<file path="config.mk">
export PLATFORM = sky130hd
export DESIGN_NAME = mcrd_decoder
export DESIGN_NICKNAME = d
export VERILOG_FILES = /design/src/mcrd_pkg.sv /design/src/mcrd_setup_if.sv /design/src/mcrd_decoder.sv /design/src/mcrd_setup_timer.sv
export SDC_FILE = /design/constraint.sdc
export NUM_CORES = 1
export LEC_CHECK = 0
export BUFFER_PORTS_ARGS = -buffer_cell sky130_fd_sc_hd__buf_4
export CAP_MARGIN = 10
export CORE_AREA = 2 2 106 159
export CTS_BUF_LIST = sky130_fd_sc_hd__clkbuf_8
export CTS_CLUSTER_DIAMETER = 30
export CTS_CLUSTER_SIZE = 8
export DETAILED_ROUTE_END_ITERATION = 8
export DIE_AREA = 0 0 108 161
export PLACE_DENSITY = 0.6
export SLEW_MARGIN = 15
export SYNTH_ARGS = -nofsm -noshare
export SYNTH_HDL_FRONTEND = slang
export SYNTH_SLANG_ARGS = --single-unit
</file>
<file path="constraint.sdc">
create_clock -name pclk -period 4.45 [get_ports pclk]
set_input_delay 0.6675 -clock pclk [delete_from_list [all_inputs] [get_ports pclk]]
set_output_delay 0.6675 -clock pclk [all_outputs]
set_load 0.02 [all_outputs]
</file>
<file path="src/mcrd_pkg.sv">
// Constants shared by the meter command decoder and its setup-session timer.
// Assumes a 20 MHz APB clock and 16-bit command words in the low data bits.
package mcrd_pkg;
    localparam int unsigned     CLK_HZ          = 20_000_000;
    localparam int unsigned     SETUP_TIMEOUT_S = 120;
    localparam longint unsigned SETUP_TIMEOUT_CYCLES =
        longint'(SETUP_TIMEOUT_S) * longint'(CLK_HZ);

    localparam int unsigned ADDR_W = 16;
    // Register indices; the byte address is four times the index.
    localparam logic [13:0] IDX_CMD    = 14'h1f40;
    localparam logic [13:0] IDX_PARAM  = 14'h1f41;
    localparam logic [13:0] IDX_PTR    = 14'h1f53;
    localparam logic [13:0] IDX_STATUS = 14'h1f60;

    localparam logic [15:0] PARAM_RESET = 16'h0000;
    localparam logic [15:0] CMD_RESET   = 16'h0000;
    localparam logic [15:0] PTR_RESET   = 16'h1f54;
    localparam logic [15:0] PTR_MIN     = 16'h1f54;
    localparam logic [15:0] PTR_MAX     = 16'h1fd5;

    localparam logic [15:0] CODE_CLR_ENERGY = 16'h1843;
    localparam logic [15:0] CODE_CLR_COND   = 16'h1844;
    localparam logic [15:0] CODE_CLR_INCR   = 16'h1845;
    localparam logic [15:0] CODE_CLR_INPUT  = 16'h1846;
    localparam logic [15:0] CODE_DEFAULTS   = 16'h1847;
    localparam logic [15:0] CODE_COND_OFF   = 16'h18b0;
    localparam logic [15:0] CODE_COND_ON    = 16'h18b1;
    localparam logic [15:0] CODE_INCR_START = 16'h1afe;
    localparam logic [15:0] CODE_LOG_MAP    = 16'h1d56;
    localparam logic [15:0] CODE_LOG_FILE   = 16'h1d57;
    localparam logic [15:0] CODE_SETUP_IN   = 16'h233c;
    localparam logic [15:0] CODE_SETUP_OUT  = 16'h233d;

    localparam logic [15:0] PARAM_IEEE = 16'h0001;
    localparam logic [15:0] PARAM_IEC  = 16'h0002;
    localparam logic [15:0] PARAM_SAVE = 16'h0001;

    localparam logic [15:0] POINT_PULSE   = 16'h0001;
    localparam logic [15:0] POINT_STATUS  = 16'h0002;
    localparam logic [15:0] POINT_A_FIRST = 16'h0003;
    localparam logic [15:0] POINT_B_FIRST = 16'h000b;
    localparam logic [15:0] POINT_LAST    = 16'h0012;

    localparam int unsigned ST_COND  = 0;
    localparam int unsigned ST_SETUP = 1;
    localparam int unsigned ST_UNK   = 2;
    localparam int unsigned ST_POINT = 3;

    typedef enum logic [1:0] {
        MCRD_IDLE  = 2'b00,
        MCRD_SETUP = 2'b01
    } mcrd_setup_state_t;

    typedef enum logic [1:0] {
        MCRD_IO_NONE = 2'b00,
        MCRD_IO_BASE = 2'b01,
        MCRD_IO_A    = 2'b10,
        MCRD_IO_B    = 2'b11
    } mcrd_io_group_t;
endpackage : mcrd_pkg

</file>
<file path="src/mcrd_setup_if.sv">
// Carrier between the command decoder and the setup-session timer.
// Assumes both ends run on the same APB clock.
`timescale 1ns/1ps
interface mcrd_setup_if;
    logic enter;
    logic leave;
    logic save;
    logic activity;
    logic active;
    logic commit;
    logic discard;
    logic timeout;
    modport ctrl  (output enter, leave, save, activity,
                   input  active, commit, discard, timeout);
    modport timer (input  enter, leave, save, activity,
                   output active, commit, discard, timeout);
endinterface : mcrd_setup_if

</file>
<file path="src/mcrd_decoder.sv">
// APB command decoder of an energy meter: command, parameter and
// return-pointer registers, command execution and I/O point lookup.
// Assumes a zero-wait APB3 master and a raw button pin on button_press.
`timescale 1ns/1ps
module mcrd_decoder #(
    parameter int unsigned LOG_COUNT      = 3,
    parameter logic [31:0] TIMEOUT_CYCLES = 32'(mcrd_pkg::SETUP_TIMEOUT_CYCLES)
) (
    input  wire logic                  pclk,
    input  wire logic                  presetn,
    input  wire logic [15:0]           paddr,
    input  wire logic                  psel,
    input  wire logic                  penable,
    input  wire logic                  pwrite,
    input  wire logic [31:0]           pwdata,
    output logic      [31:0]           prdata,
    output logic                       pready,
    output logic                       pslverr,
    input  wire logic                  button_press,
    output logic                       energy_clear,
    output logic                       cond_energy_clear,
    output logic                       incr_energy_clear,
    output logic                       input_meter_clear,
    output logic                       defaults_restore,
    output logic                       defaults_iec,
    output logic                       cond_accum_enable,
    output logic                       incr_interval_start,
    output logic      [LOG_COUNT-1:0]  log_trigger,
    output logic                       setup_mode,
    output logic                       setup_commit,
    output logic                       setup_discard,
    output logic                       setup_timeout,
    output logic      [15:0]           return_buffer_pointer,
    output logic      [15:0]           command_parameter,
    output logic                       io_target_valid,
    output mcrd_pkg::mcrd_io_group_t   io_target_group,
    output logic      [2:0]            io_target_position
);
    mcrd_setup_if sif ();

    logic [15:0] command_code;
    logic        last_unknown;
    logic        addr_ok;
    logic        hit_cmd;
    logic        hit_param;
    logic        hit_ptr;
    logic        hit_status;
    logic        mapped;
    logic        wr_en;
    logic        cmd_wr;
    logic [15:0] code;
    logic [31:0] next_rdata;
    logic        btn_meta;
    logic        btn_mid;
    logic        btn_last;
    logic        btn_level;
    logic        btn_prev;
    logic        btn_event;
    logic        code_known;
    logic        param_ok;

    // Register decode.

    assign addr_ok    = (paddr[1:0] == 2'b00);
    assign hit_cmd    = addr_ok && (paddr[15:2] == mcrd_pkg::IDX_CMD);
    assign hit_param  = addr_ok && (paddr[15:2] == mcrd_pkg::IDX_PARAM);
    assign hit_ptr    = addr_ok && (paddr[15:2] == mcrd_pkg::IDX_PTR);
    assign hit_status = addr_ok && (paddr[15:2] == mcrd_pkg::IDX_STATUS);
    assign mapped     = hit_cmd || hit_param || hit_ptr || hit_status;

    // Every access completes in its first access cycle.
    assign pready  = 1'b1;
    assign pslverr = psel && penable && !mapped;
    assign wr_en   = psel && penable && pwrite && mapped;
    assign cmd_wr  = wr_en && hit_cmd;
    assign code    = pwdata[15:0];

    always_comb
    begin
        next_rdata = 32'h0000_0000;
        if (hit_cmd)
            next_rdata[15:0] = command_code;
        else if (hit_param)
            next_rdata[15:0] = command_parameter;
        else if (hit_ptr)
            next_rdata[15:0] = return_buffer_pointer;
        else if (hit_status)
        begin
            next_rdata[mcrd_pkg::ST_COND]  = cond_accum_enable;
            next_rdata[mcrd_pkg::ST_SETUP] = setup_mode;
            next_rdata[mcrd_pkg::ST_UNK]   = last_unknown;
            next_rdata[mcrd_pkg::ST_POINT] = io_target_valid;
        end
    end

    // Read data is caught in the setup cycle so that prdata is a flop.
    always_ff @(posedge pclk or negedge presetn)
        if (!presetn)
            prdata <= 32'h0000_0000;
        else if (psel && !penable && !pwrite)
            prdata <= next_rdata;

    // Writable registers.

    always_ff @(posedge pclk or negedge presetn)
        if (!presetn)
            command_parameter <= mcrd_pkg::PARAM_RESET;
        else if (wr_en && hit_param)
            command_parameter <= pwdata[15:0];

    always_ff @(posedge pclk or negedge presetn)
        if (!presetn)
            command_code <= mcrd_pkg::CMD_RESET;
        else if (cmd_wr)
            command_code <= code;

    // Pointer values outside the return buffer are dropped rather than
    // clamped, so a bad write never moves data onto a foreign region.
    always_ff @(posedge pclk or negedge presetn)
        if (!presetn)
            return_buffer_pointer <= mcrd_pkg::PTR_RESET;
        else if (wr_en && hit_ptr &&
                 pwdata[15:0] >= mcrd_pkg::PTR_MIN &&
                 pwdata[15:0] <= mcrd_pkg::PTR_MAX)
            return_buffer_pointer <= pwdata[15:0];

    // Command classification.

    always_comb
    begin
        code_known = 1'b1;
        param_ok   = 1'b1;
        unique case (code)
            mcrd_pkg::CODE_CLR_ENERGY,
            mcrd_pkg::CODE_CLR_COND,
            mcrd_pkg::CODE_CLR_INCR,
            mcrd_pkg::CODE_CLR_INPUT,
            mcrd_pkg::CODE_COND_OFF,
            mcrd_pkg::CODE_COND_ON,
            mcrd_pkg::CODE_INCR_START,
            mcrd_pkg::CODE_LOG_MAP,
            mcrd_pkg::CODE_LOG_FILE,
            mcrd_pkg::CODE_SETUP_IN,
            mcrd_pkg::CODE_SETUP_OUT:
                param_ok = 1'b1;
            mcrd_pkg::CODE_DEFAULTS:
                param_ok = (command_parameter == mcrd_pkg::PARAM_IEEE) ||
                           (command_parameter == mcrd_pkg::PARAM_IEC);
            default:
                code_known = 1'b0;
        endcase
    end

    always_ff @(posedge pclk or negedge presetn)
        if (!presetn)
            last_unknown <= 1'b0;
        else if (cmd_wr)
            last_unknown <= !(code_known && param_ok);

    // Command pulses, one cycle after the accepting write.

    always_ff @(posedge pclk or negedge presetn)
        if (!presetn)
        begin
            energy_clear        <= 1'b0;
            cond_energy_clear   <= 1'b0;
            incr_energy_clear   <= 1'b0;
            input_meter_clear   <= 1'b0;
            incr_interval_start <= 1'b0;
        end
        else
        begin
            energy_clear        <= cmd_wr && code == mcrd_pkg::CODE_CLR_ENERGY;
            cond_energy_clear   <= cmd_wr && code == mcrd_pkg::CODE_CLR_COND;
            incr_energy_clear   <= cmd_wr && code == mcrd_pkg::CODE_CLR_INCR;
            input_meter_clear   <= cmd_wr && code == mcrd_pkg::CODE_CLR_INPUT;
            incr_interval_start <= cmd_wr && code == mcrd_pkg::CODE_INCR_START;
        end

    // The region flag holds until the next restore so it may be read late.
    always_ff @(posedge pclk or negedge presetn)
        if (!presetn)
        begin
            defaults_restore <= 1'b0;
            defaults_iec     <= 1'b0;
        end
        else
        begin
            defaults_restore <= cmd_wr && code == mcrd_pkg::CODE_DEFAULTS && param_ok;
            if (cmd_wr && code == mcrd_pkg::CODE_DEFAULTS && param_ok)
                defaults_iec <= (command_parameter == mcrd_pkg::PARAM_IEC);
        end

    always_ff @(posedge pclk or negedge presetn)
        if (!presetn)
            cond_accum_enable <= 1'b0;
        else if (cmd_wr && code == mcrd_pkg::CODE_COND_ON)
            cond_accum_enable <= 1'b1;
        else if (cmd_wr && code == mcrd_pkg::CODE_COND_OFF)
            cond_accum_enable <= 1'b0;

    // One trigger flop per data log; file numbers count from one.
    genvar g;
    generate
        for (g = 0; g < LOG_COUNT; g++)
        begin : g_log
            always_ff @(posedge pclk or negedge presetn)
                if (!presetn)
                    log_trigger[g] <= 1'b0;
                else
                    log_trigger[g] <= cmd_wr &&
                        ((code == mcrd_pkg::CODE_LOG_MAP &&
                          command_parameter[g]) ||
                         (code == mcrd_pkg::CODE_LOG_FILE &&
                          command_parameter == 16'(g + 1)));
        end
    endgenerate

    // Setup session.

    assign sif.enter    = cmd_wr && code == mcrd_pkg::CODE_SETUP_IN;
    assign sif.leave    = cmd_wr && code == mcrd_pkg::CODE_SETUP_OUT;
    assign sif.save     = (command_parameter == mcrd_pkg::PARAM_SAVE);
    assign sif.activity = wr_en || btn_event;

    mcrd_setup_timer #(
        .TIMEOUT_CYCLES (TIMEOUT_CYCLES)
    ) u_setup_timer (
        .pclk    (pclk),
        .presetn (presetn),
        .sif     (sif.timer)
    );

    assign setup_mode    = sif.active;
    assign setup_commit  = sif.commit;
    assign setup_discard = sif.discard;
    assign setup_timeout = sif.timeout;

    // Button pin: three flops, and a level change counts only once the
    // last two agree, which also rejects a single-cycle glitch.
    always_ff @(posedge pclk or negedge presetn)
        if (!presetn)
        begin
            btn_meta <= 1'b0;
            btn_mid  <= 1'b0;
            btn_last <= 1'b0;
        end
        else
        begin
            btn_meta <= button_press;
            btn_mid  <= btn_meta;
            btn_last <= btn_mid;
        end

    always_ff @(posedge pclk or negedge presetn)
        if (!presetn)
        begin
            btn_level <= 1'b0;
            btn_prev  <= 1'b0;
        end
        else
        begin
            if (btn_mid == btn_last)
                btn_level <= btn_last;
            btn_prev <= btn_level;
        end

    assign btn_event = btn_level && !btn_prev;

    // I/O point lookup, kept in step with the parameter register.

    always_ff @(posedge pclk or negedge presetn)
        if (!presetn)
        begin
            io_target_valid    <= 1'b0;
            io_target_group    <= mcrd_pkg::MCRD_IO_NONE;
            io_target_position <= 3'h0;
        end
        else if (wr_en && hit_param)
        begin
            io_target_valid    <= 1'b1;
            io_target_position <= 3'h0;
            if (pwdata[15:0] == mcrd_pkg::POINT_PULSE)
                io_target_group <= mcrd_pkg::MCRD_IO_BASE;
            else if (pwdata[15:0] == mcrd_pkg::POINT_STATUS)
            begin
                io_target_group    <= mcrd_pkg::MCRD_IO_BASE;
                io_target_position <= 3'h1;
            end
            else if (pwdata[15:0] >= mcrd_pkg::POINT_A_FIRST &&
                     pwdata[15:0] <  mcrd_pkg::POINT_B_FIRST)
            begin
                io_target_group    <= mcrd_pkg::MCRD_IO_A;
                io_target_position <= 3'(pwdata[15:0] - mcrd_pkg::POINT_A_FIRST);
            end
            else if (pwdata[15:0] >= mcrd_pkg::POINT_B_FIRST &&
                     pwdata[15:0] <= mcrd_pkg::POINT_LAST)
            begin
                io_target_group    <= mcrd_pkg::MCRD_IO_B;
                io_target_position <= 3'(pwdata[15:0] - mcrd_pkg::POINT_B_FIRST);
            end
            else
            begin
                io_target_valid <= 1'b0;
                io_target_group <= mcrd_pkg::MCRD_IO_NONE;
            end
        end
endmodule : mcrd_decoder

</file>
<file path="src/mcrd_setup_timer.sv">
// Setup-session state and the inactivity timeout that abandons it.
// Assumes enter, leave and activity are one-cycle pulses on pclk.
`timescale 1ns/1ps
module mcrd_setup_timer #(
    parameter logic [31:0] TIMEOUT_CYCLES = 32'(mcrd_pkg::SETUP_TIMEOUT_CYCLES)
) (
    input wire logic    pclk,
    input wire logic    presetn,
    mcrd_setup_if.timer sif
);
    mcrd_pkg::mcrd_setup_state_t state;
    logic [31:0]                 idle_count;
    logic                        expired;

    assign expired    = (idle_count >= TIMEOUT_CYCLES);
    assign sif.active = (state == mcrd_pkg::MCRD_SETUP);

    // A second enter while a session is open is ignored: one session at a time.
    always_ff @(posedge pclk or negedge presetn)
        if (!presetn)
            state <= mcrd_pkg::MCRD_IDLE;
        else
            unique case (state)
                mcrd_pkg::MCRD_IDLE:
                    if (sif.enter)
                        state <= mcrd_pkg::MCRD_SETUP;
                mcrd_pkg::MCRD_SETUP:
                    if (sif.leave || expired)
                        state <= mcrd_pkg::MCRD_IDLE;
            endcase

    always_ff @(posedge pclk or negedge presetn)
        if (!presetn)
            idle_count <= 32'h0000_0000;
        else if (!sif.active || sif.activity)
            idle_count <= 32'h0000_0000;
        else if (!expired)
            idle_count <= idle_count + 32'h0000_0001;

    always_ff @(posedge pclk or negedge presetn)
        if (!presetn)
        begin
            sif.commit  <= 1'b0;
            sif.discard <= 1'b0;
            sif.timeout <= 1'b0;
        end
        else
        begin
            sif.commit  <= sif.active && sif.leave && sif.save;
            sif.discard <= sif.active && (sif.leave ? !sif.save : expired);
            sif.timeout <= sif.active && !sif.leave && expired;
        end
endmodule : mcrd_setup_timer

</file>
Yosys cells after proc, flatten, opt, wreduce, memory -nomap -nowiden
Index checks and enable logic that the tools add are counted.
- register bits: 124
- output and inout bits: 87
- word-level logic and storage cells: 159
- add/sub/neg operators: 3
- order comparisons: 7
- eq/ne operators: 26
- muxes and demuxes: 27
- reduce and logical (&&, ||, !) cells: 67
- operator list (cell ; count):
    equality test 16 x 13 -> 1 bit, second input constant ; 10
    2-to-1 mux 32 bit ; 2
    equality test 14 x 13 -> 1 bit, second input constant ; 4
    equality test 16 x 2 -> 1 bit, second input constant ; 3
    logical AND 1 bit ; 44
    adder 32 x 1 -> 32 bit, second input constant ; 1
    equality test 16 x 1 -> 1 bit, second input constant ; 2
    equality test 16 x 14 -> 1 bit, second input constant ; 2
    greater-or-equal comparator 32 bit, second input constant ; 1
    2-to-1 mux 16 bit ; 2
    greater-or-equal comparator 16 x 13 -> 1 bit, second input constant ; 1
    greater-or-equal comparator 16 x 2 -> 1 bit, second input constant ; 1
    greater-or-equal comparator 16 x 4 -> 1 bit, second input constant ; 1
    <= comparator 16 x 13 -> 1 bit, second input constant ; 1
    <= comparator 16 x 5 -> 1 bit, second input constant ; 1
    less-than comparator 16 x 4 -> 1 bit, second input constant ; 1
    2-to-1 mux 12 bit ; 1
    2-to-1 mux 2 bit ; 6
    2-to-1 mux 3 bit ; 4
    OR reduction 12 bit ; 1
    logical OR 1 bit ; 10
    2-to-1 mux 1 bit ; 9
    logical NOT 1 bit ; 8
    2-to-1 mux 4 bit ; 2
    other kinds (9) ; 12

Logic depth before layout (Yosys ltp)
Gate-level depths: netlist (run 1).
- depth after elaboration: 11
- depth in mapped cells: 8

Modules after synthesis
Synthesis (run 1) repeated with hierarchy kept, for this count alone.
- cells, all modules: 676
- area, all modules: 6301.0 um2
- by module, submodules not included (module ; instances ; cells each ; area each (um2)):
    mcrd_decoder ; 1 ; 459 ; 4335.4
    mcrd_setup_timer ; 1 ; 217 ; 1965.6

Least setup slack after synthesis (run 1)
OpenSTA, ideal clock, no wires.
- path type: input port to flip-flop
- start: input port paddr[1]
- end: register defaults_iec
- setup time: 121 ps
- arrival time: 2782 ps
- data required time: 4329 ps
- path slack: 1547 ps
- cell stages on the path: 6
- path buffers: 1
- cells stage by stage: or4_1 > buf_2 > or4_4 > or3_4 > o41a_1 > o22a_1
- cells in the longest elaborated chain, start to end: 9
- elaborated cells between the ends (all ways): 12
- classes of those cells: reduce/logical (12)
- RTL lines (item ; line ; source):
    from (decl) ; mcrd_decoder.sv:11 ; input wire logic [15:0] paddr,
    logical NOT 2 bit (*) ; mcrd_decoder.sv:64 ; assign addr_ok = (paddr[1:0] == 2'b00);
    logical AND 1 bit (on tied branches) ; mcrd_decoder.sv:65, mcrd_decoder.sv:66 ;
    logical OR 1 bit (3 in a row) ; mcrd_decoder.sv:69 ; assign mapped = hit_cmd || hit_param || hit_ptr || hit_status;
    logical AND 1 bit ; mcrd_decoder.sv:74 ; assign wr_en = psel && penable && pwrite && mapped;
    logical AND 1 bit (*) ; mcrd_decoder.sv:75 ; assign cmd_wr = wr_en && hit_cmd;
    logical AND 1 bit (*) (2 in a row) ; mcrd_decoder.sv:190 ; if (cmd_wr && code == mcrd_pkg::CODE_DEFAULTS && param_ok)
    to (signal assigned) ; mcrd_decoder.sv:191 ; defaults_iec <= (command_parameter == mcrd_pkg::PARAM_IEC);
    to (decl) ; mcrd_decoder.sv:25 ; output logic defaults_iec,
Mark *: on every way between the ends. The rest lies on a longest branch, timed or not.
A chain may end at the register's enable or synchronous reset.

Final worst setup path (run 1)
- start: input port paddr[1]
- end: output port pslverr
- cells in the longest elaborated chain, start to end: 7
- elaborated cells between the ends (all ways): 10
- classes of those cells: reduce/logical (10)
- RTL lines (item ; line ; source):
    logical NOT 2 bit (*) ; mcrd_decoder.sv:64 ;
    logical AND 1 bit (on tied branches) ; mcrd_decoder.sv:65, mcrd_decoder.sv:66 ;
    logical OR 1 bit (2 in a row) ; mcrd_decoder.sv:69 ;
    logical OR 1 bit (*) ; mcrd_decoder.sv:69 ;
    logical NOT 1 bit (*) ; mcrd_decoder.sv:73 ; assign pslverr = psel && penable && !mapped;
    logical AND 1 bit (*) ; mcrd_decoder.sv:73 ;
    to (decl) ; mcrd_decoder.sv:18 ; output logic pslverr,
Marks and branches as above.

==> results of run 1 <==
-- path summary, 6_finish.rpt --
| path | slack, ps | endpoint | cells after the start |
|---|---|---|---|
| setup / recovery | 1180 | pslverr | 5 |
| hold / removal | 310 | command_parameter[13]$_DFFE_PN0P_ | 1 |
| setup reg to reg | 1850 | u_setup_timer.idle_count[10]$_DFFE_PN0P_ | 6 |
| hold reg to reg | 360 | btn_mid$_DFF_PN0_ | 0 |
| max in group asynchronous | 3320 | u_setup_timer.idle_count[22]$_DFFE_PN0P_ | 2 |
| min in group pclk | 340 | btn_meta$_DFF_PN0_ | 1 |
-- layer usage --
layer  share of wire [%]  vias up
li1                    -     2468
met1                  38     2609
met2                  55      129
met3                 3.9       28
met4                 3.1        0
met5                   0        -
-- kinds of logic after synthesis --
logic type | synth area share (%)
muxes | 9.23
xor gates and xnor gates | 0.695
AOI/OAI and AO/OA | 12.9
and+or+nand+nor | 21.5
other | 0.119
DFF | 49.0
adders and majority gates | 1.55
buffers and inverters | 4.96
-- stage by stage --
step,hold slack (ps),std cells,area [um2],setup WS (ps)
global placement,345,908,7240,1010
CTS,320,940,7630,1190
detailed placement,343,908,7240,988
floorplan,331,639,6360,1550
global route,314,940,7630,945
finish,306,940,7630,1180
-- critical path, cell delays in order --
cell and delay, ps:
buf_4 100, or4_1 680, a2111oi_0 870, nor2_1 90, buf_4 200
-- flip-flops by register name (all words and copies together) (netlist names), 2 cells and up --
name and cells:
prdata 16, io_target_group 2, log_trigger 3, command_parameter 16
return_buffer_pointer 16, io_target_position 3, u_setup_timer.idle_count 32, command_code 16
-- cells in the final DEF, fill, tap and decap left out, types with 4 or more instances in the layout --
master	netlist	final
a21o_1	6	6
a21oi_1	37	37
a31oi_1	7	7
and2_1	6	6
and3_1	9	9
and4_1	4	4
buf_4	17	113
clkbuf_8	0	17
conb_1	2	17
dfrtp_1	115	115
dfstp_2	8	8
ha_1	7	7
inv_1	14	14
inv_6	0	7
mux2_2	41	41
mux2i_1	12	12
nand2_1	50	50
nand2b_1	6	6
nand3_1	20	20
nand4_1	16	16
nand4b_1	5	5
nor2_1	39	39
nor2b_1	5	5
nor3_1	10	10
nor3b_1	6	6
nor4_1	17	16
o211ai_1	12	12
o21ai_0	32	32
o31ai_1	6	6
or3_1	13	13
or3b_2	4	4
or4_1	16	16
-- power by group --
| part | internal [mW] | switching, mW |
|---|---|---|
| clock | 0.459 | 0.522 |
| sequential | 1.13 | 0.00714 |
| combinational | 0.0530 | 0.103 |
| total | 1.64 | 0.632 |
-- cell type report --
class	instances	area, um2	area share [%]
Clock buffer	17	234	3.07
Clock inverter	15	151	1.98
Inverter	14	52.6	0.689
Multi-Input combinational cell	451	2980	39.0
Sequential cell	123	3090	40.5
Tap cell	206	258	3.38
Timing Repair Buffer	114	868	11.4
==> impl_metrics.ini, run 1 <==
[grt]
gr-usage-met1_pct = 21.7
grt_max_degree = 65
grt_pass1_vias = 5175
use_met2_pct = 37.0
met3_usage_pct = 4.48
antenna_found_initial = 0
grt_pass1_wl_um = 26900
grt_overflow_total = 0
grt_use_total_pct = 20.2
grt.busiest_layer = met2

[cts]
cts-root-buf = clkbuf_8
numCtsBuffers = 17
postCtsHoldBufs = 0
clock_latency_ps = 450
cts_resized = 0
clkSlewWorstSetupHoldPaths_ps = 80
cts_tree = built
cts_max_level = 4
cts_buffer_depth = 2
clock-sinks = 123
post-cts-setup-buffers = 0

[die]
rows = 57
start_util_pct = 39.3
die_h_um = 161
ios = 141
die_area_um2 = 17400
chipWidth_um = 108
core_area_um2 = 16000

[logic_synthesis]
synth_cell_type_count = 64
ys_seq_area_share_pct = 49.0
synth_commonest_cells = dfrtp_1 (115), nand2_1 (50), mux2_2 (41)
ys.flop_type = dfrtp_1
synth_top_area_share_pct = 45.6
avgSynthCellArea_um2 = 10.1
synth_edf_count = 0
ys_seq_elements = 123
async_flop_share_pct = 100
yosysMostFrequentCell = dfrtp_1
synth_area_um2 = 6300
synth_top_cell_by_area = dfrtp_1
synth_area_leaders = dfrtp_1 (46%), mux2_2 (7.3%), dfstp_2 (3.3%)
syn_inst = 624
synth_warnings = 0

[worst_setup_path]
cp.required_ps = 3780
crit_path_max_fanout = 6
start_kind = input port
arrival_ps = 2600
crit_start = paddr[1]
r2r_start = u_setup_timer.idle_count[21]$_DFFE_PN0P_
critPathKind = input port to primary output
critPathCaptureType = primary output

[drt]
routedWlPerCell_um = 18.5
vias = 5234
vias_per_cell = 5.57
drtIter0Drc = 284
postRouteAntennaNets = 0
firstDrtPassIters = 5
routed_wl_um = 17400
drcViolationCount = 0

[placed_design]
gp_congestion = 0.886
dpl.hpwl_um = 12900
io_buffers = 107

[sta]
finalSetupTns_ps = 0
slew_violations = 0
period_share_pct = 73.4
relSlewSlack_pct = 22.7
rsz0062_at_grt = false
hold_viol_final = 0
worstMarginPinSlew_ps = 1150
period_needed_ps = 3270
fmax_mhz = 306
fin_worst_skew_ps = 13.9
setup_viol = 0

[pwr]
p_per_area_nw_per_um2 = 298
total_power_mw = 2.27
p_leak_nw = 3.48
ir_drop_uv = 150

[finish]
syn2layout_area_growth_pct = 21.0
drive_above_1_share_pct = 28.5
final_core_util_pct = 47.5
fillers = 1561
nNetsFinal = 782
diodes = 0

[worst_hold_path]
hold_class = input port to async pin

[outcome]
status = finished, final reports clean

[run]
cap_violations = 0
(Power assumes the default switching activity.)
==> run 2, diff against run 1 <==
Clock period 4.45 ns to 3.1 ns, I/O delays scaled along.
==> run 2 against run 1 <==
  * Clock skew down 4.5 ps
  * Cell count up 1.4%
  * Worst setup slack worse by 840 ps
  * Largest cell class unchanged
==> impl_metrics.ini, run 2 (same netlist as run 1, synthesis figures left out) <==
[worst_setup_path]
start_kind = input port
cpPeakStageDelay_ps = 710
critPathKind = input port to primary output
reg2reg_slack_ps = 620
path_cells = buf_4 -> or4_1 -> buf_4 -> a2111oi_0 -> nor2_1 -> buf_4
crit_path_max_fanout = 5
critPathCaptureType = primary output
worstRegToRegCells = 6
cpMaxStageDelayCell = a2111oi_0
r2r_end = u_setup_timer.idle_count[10]$_DFFE_PN0P_
arrival_ps = 2290
crit_top_cell = buf_4
r2r_start = u_setup_timer.idle_count[21]$_DFFE_PN0P_
cp.required_ps = 2630

[drt]
postRouteAntennaNets = 0
drtIter0Drc = 229
routed_wl_um = 17400
vias_per_cell = 5.56
drcViolationCount = 0
vias = 5303
firstDrtPassIters = 8
routedWlPerCell_um = 18.3

[sta]
fmax_mhz = 363
slew_violations = 0
setup_viol = 0
relSlewSlack_pct = 34.2
finalSetupTns_ps = 0
fin_worst_skew_ps = 9.46
timing.final.ws_setup_ps = 342
hold_viol_final = 0
period_needed_ps = 2760
rsz0062_at_grt = false
period_share_pct = 89.0
worstMarginPinSlew_ps = 987

[finish]
drive_above_1_share_pct = 29.6
syn2layout_area_growth_pct = 23.9
diodes = 0
final_common_cell = buf_4
final_cell_area_um2 = 7810
nNetsFinal = 795
mostFrequentLayoutCells = buf_4 (123), dfrtp_1 (115), nand2_1 (50)
fillers = 1533
fin_cells = 953
largest_reg_flops = 32
regMostFlops = u_setup_timer.idle_count

[cts]
clock_latency_ps = 450
numCtsBuffers = 17
post-cts-setup-buffers = 0
clock-sinks = 123
cts-root-buf = clkbuf_8
cts_buffer_depth = 2
cts_tree = built
cts_max_level = 4
clkSlewWorstSetupHoldPaths_ps = 80

[worst_hold_path]
min_to = btn_meta$_DFF_PN0_
min_from = button_press
min_path_cells = 1
hold_class = input port to flip-flop

[die]
start_util_pct = 39.3
die_h_um = 161
ios = 141
core_area_um2 = 16000
rows = 57
chipWidth_um = 108
die_area_um2 = 17400

[grt]
grt_use_total_pct = 20.7
antenna_found_initial = 0
grt_pass1_wl_um = 28000
grt_pass1_vias = 5367
grt_max_degree = 62
grt_overflow_total = 0

[placed_design]
dpl_worst_slack_ps = 74.2
dp.cells = 920
io_buffers = 107
gp_congestion = 0.845
dpl.hpwl_um = 12900
placed_area_um2 = 7360

[pwr]
p_per_area_nw_per_um2 = 446
ir_drop_uv = 284
p_leak_nw = 3.59
total_power_mw = 3.48

[run]
cap_violations = 0

[outcome]
status = finished, final reports clean
==> run 2: cell count changes in the layout (fill, tap and decap cells not counted) <==
cell           change
clkinv_2           +1
buf_12             +2
inv_6              -1
bufinv_16          +3
dlygate4sd3_1      +1
buf_4             +10
inv_8              -1
clkinvlp_4         -2
==> run 2: worst max-delay path: cells and delay by family <==
family	cells	cell delay, ps
AOI/OAI and AO/OA	1	710
buffers and inverters	3	480
and+or+nand+nor	2	640
==> run 2: layer usage <==
layer / vias up / wire length [um] / global-route usage, % / part of all wire (%)
li1: 2502 / - / - / -
met2: 141 / 9700 / 38.1 / 56
met1: 2633 / 6500 / 23.1 / 37
met3: 27 / 760 / 4.24 / 4.4
met5: - / 0 / 0 / 0
met4: 0 / 452 / 7.58 / 2.6
==> run 2: stage by stage <==
stage	hold slack, ps	util (%)
5_1_grt	99.3	48.7
6_report	126	48.7
3_5_place_dp	343	45.8
3_3_place_gp	341	45.8
2_1_floorplan	169	-
4_1_cts	106	48.7
==> run 2: worst max path at each step <==
stage              from                                       end  slack, ps
2_1_floorplan  paddr[1]                  defaults_iec$_DFFE_PN0P_        400
3_3_place_gp   paddr[1]  u_setup_timer.idle_count[24]$_DFFE_PN0P_         80
3_5_place_dp   paddr[1]  u_setup_timer.idle_count[23]$_DFFE_PN0P_         70
4_1_cts        paddr[1]                                   pslverr        300
5_1_grt        paddr[1]                                   pslverr        260
6_report       paddr[1]                                   pslverr        340
==> run 2: final cells by class <==
class | instances | area (um2) | share of cell area (%)
Inverter | 14 | 52.6 | 0.673
Sequential cell | 123 | 3090 | 39.5
Clock buffer | 17 | 234 | 2.99
Timing Repair Buffer | 127 | 993 | 12.7
Tap cell | 206 | 258 | 3.30
Multi-Input combinational cell | 451 | 2980 | 38.1
Clock inverter | 15 | 211 | 2.71
==> run 2: what timing repair did <==
action                                  CTS  global route
gates resized for setup                   0             0
hold buffers                              1             0
endpoints found under the setup margin    0             0
hold endpoints to repair                 29             0
==> run 2: where the power goes <==
part,total (mW),switching (mW),internal [mW]
clock,1.63,0.736,0.894
sequential,1.63,0.0101,1.62
combinational,0.225,0.146,0.0789
==> run 3, diff against run 2 <==
Settings changed: BUFFER_PORTS_ARGS -buffer_cell sky130_fd_sc_hd__buf_4 to not set, DONT_BUFFER_PORTS set to 1, PLACE_DENSITY 0.6 to 0.53, RECOVER_POWER set to 100.
==> run 3 against run 2 <==
  * The flow now finishes with violations (negative hold slack)
  * First-iteration DRC count up 0.44%
  * Cell count down 11%
  * Register-to-register slack about the same
  * Combinational power down 62%
  * Via count down 8.4%
  * Clock power up 4%
  * Global-route usage down 0.65 points
  * Utilization down 5.7 points
  * Clock skew up 2.0 ps
  * Die area unchanged
  * Total power down 1.7%
  * Sequential cell count unchanged
  * Critical path type is now input port to flip-flop
  * Largest power group is now clock
  * Highest routed layer unchanged
==> impl_metrics.ini, run 3 (same netlist as run 1, synthesis figures left out) <==
[outcome]
status = finished with violations
violations = negative hold slack

[die]
die_area_um2 = 17400
rows = 57
ios = 141
chipWidth_um = 108
start_util_pct = 39.3
die_h_um = 161
core_area_um2 = 16000

[sta]
period_share_pct = 87.6
setup_viol = 0
relSlewSlack_pct = 13.2
fin_worst_skew_ps = 11.5
hold_viol_final = 123
finalSetupTns_ps = 0
rsz0062_at_grt = false
timing.hold.ws_ps = -296
fmax_mhz = 368
period_needed_ps = 2720
slew_violations = 0
worstMarginPinSlew_ps = 1300
timing.final.ws_setup_ps = 385

[drt]
drtIter0Drc = 230
drcViolationCount = 0
postRouteAntennaNets = 0
vias_per_cell = 5.76
firstDrtPassIters = 4
routed_wl_um = 16800
routedWlPerCell_um = 19.9
vias = 4858

[finish]
fillers = 1564
mostFrequentLayoutCells = dfrtp_1 (115), nand2_1 (50), mux2_2 (41)
drive_above_1_share_pct = 13.6
largest_reg_flops = 32
syn2layout_area_growth_pct = 9.47
regMostFlops = u_setup_timer.idle_count
diodes = 0
nNetsFinal = 686
final_common_cell = dfrtp_1

[placed_design]
dpl.hpwl_um = 12100
dpl_worst_slack_ps = 369
io_buffers = 0
gp_congestion = 0.828

[worst_setup_path]
critPathCaptureType = flip-flop
critPathKind = input port to flip-flop
crit_start = paddr[1]
crit_path_max_fanout = 15
cp.required_ps = 3440
start_kind = input port
r2r_end = u_setup_timer.idle_count[18]$_DFFE_PN0P_
cp_num_cells = 6
path_cells = or4_1 -> clkbuf_1 -> nor4b_1 -> nor4b_1 -> buf_4 -> mux2_2
reg2reg_slack_ps = 620
crit_buf_inv = 2
crit_end = command_code[6]$_DFFE_PN0P_
worstRegToRegCells = 6
cpMaxStageDelayCell = nor4b_1
r2r_start = u_setup_timer.idle_count[21]$_DFFE_PN0P_
crit_family = simple AND/OR/NAND/NOR gates
cpPeakStageDelay_ps = 690
crit_top_cell = nor4b_1
arrival_ps = 3050

[grt]
grt_max_degree = 124
grt_use_total_pct = 20.0
grt_pass1_vias = 4890
grt_pass1_wl_um = 26600
grt_overflow_total = 0
antenna_found_initial = 0

[cts]
cts_max_level = 4
cts-root-buf = clkbuf_8
cts_resized = 0
numCtsBuffers = 17
cts_tree = built
clock_latency_ps = 450
clock-sinks = 123
cts_buffer_depth = 2
clkSlewWorstSetupHoldPaths_ps = 70

[pwr]
p_leak_nw = 2.97
ir_drop_uv = 246
total_power_mw = 3.42
p_per_area_nw_per_um2 = 496

[worst_hold_path]
hold_class = input port to async pin

[run]
cap_violations = 0
run 3: layout make-up:
type	count	area [um2]	share of cell area, %
Clock buffer	17	234	3.39
Clock inverter	15	231	3.35
Inverter	14	52.6	0.761
Multi-Input combinational cell	451	2930	42.5
Sequential cell	123	3090	44.7
Tap cell	206	258	3.73
Timing Repair Buffer	18	108	1.56
run 3: worst min-delay path by stage:
| stage | startpoint | to | slack [ps] | cells after the start |
|---|---|---|---|---|
| 4_1_cts | presetn | io_target_group[1]$_DFFE_PN0P_ | -320 | 0 |
| 2_1_floorplan | presetn | btn_last$_DFF_PN0_ | 170 | 0 |
| 3_5_place_dp | presetn | log_trigger[2]$_DFF_PN0_ | 170 | 0 |
| 3_3_place_gp | presetn | log_trigger[2]$_DFF_PN0_ | 170 | 0 |
| 6_report | presetn | log_trigger[0]$_DFF_PN0_ | -300 | 0 |
| 5_1_grt | presetn | io_target_group[1]$_DFFE_PN0P_ | -330 | 0 |
run 3: power by group:
part / leakage [nW] / switching, mW / total [mW] / internal [mW]
clock: 0.231 / 0.668 / 1.69 / 1.02
combinational: 1.07 / 0.0542 / 0.0852 / 0.0310
sequential: 1.67 / 0.0262 / 1.64 / 1.62
run 3: through the flow:
| stage | cell area, um2 | cells | util, % |
|---|---|---|---|
| final | 6900 | 844 | 43.0 |
| after global routing | 6900 | 844 | 43.0 |
| after CTS | 6990 | 844 | 43.5 |
| after detailed placement | 6520 | 812 | 40.6 |
| after global placement | 6520 | 812 | 40.6 |
| after floorplan | 6360 | 639 | - |
run 3: routing by layer:
layer	up-vias	track usage [%]	share of wire, %
met5	-	0	0
met4	0	8.51	2.2
met3	28	7.02	7.4
met2	130	35.2	52
met1	2424	21.5	38
li1	2276	-	-
run 3: repair_timing:
action                     4_1_cts  5_1_grt
hold endpoints to repair       123      123
buffers inserted                 0        0
setup endpoints to repair        0        0
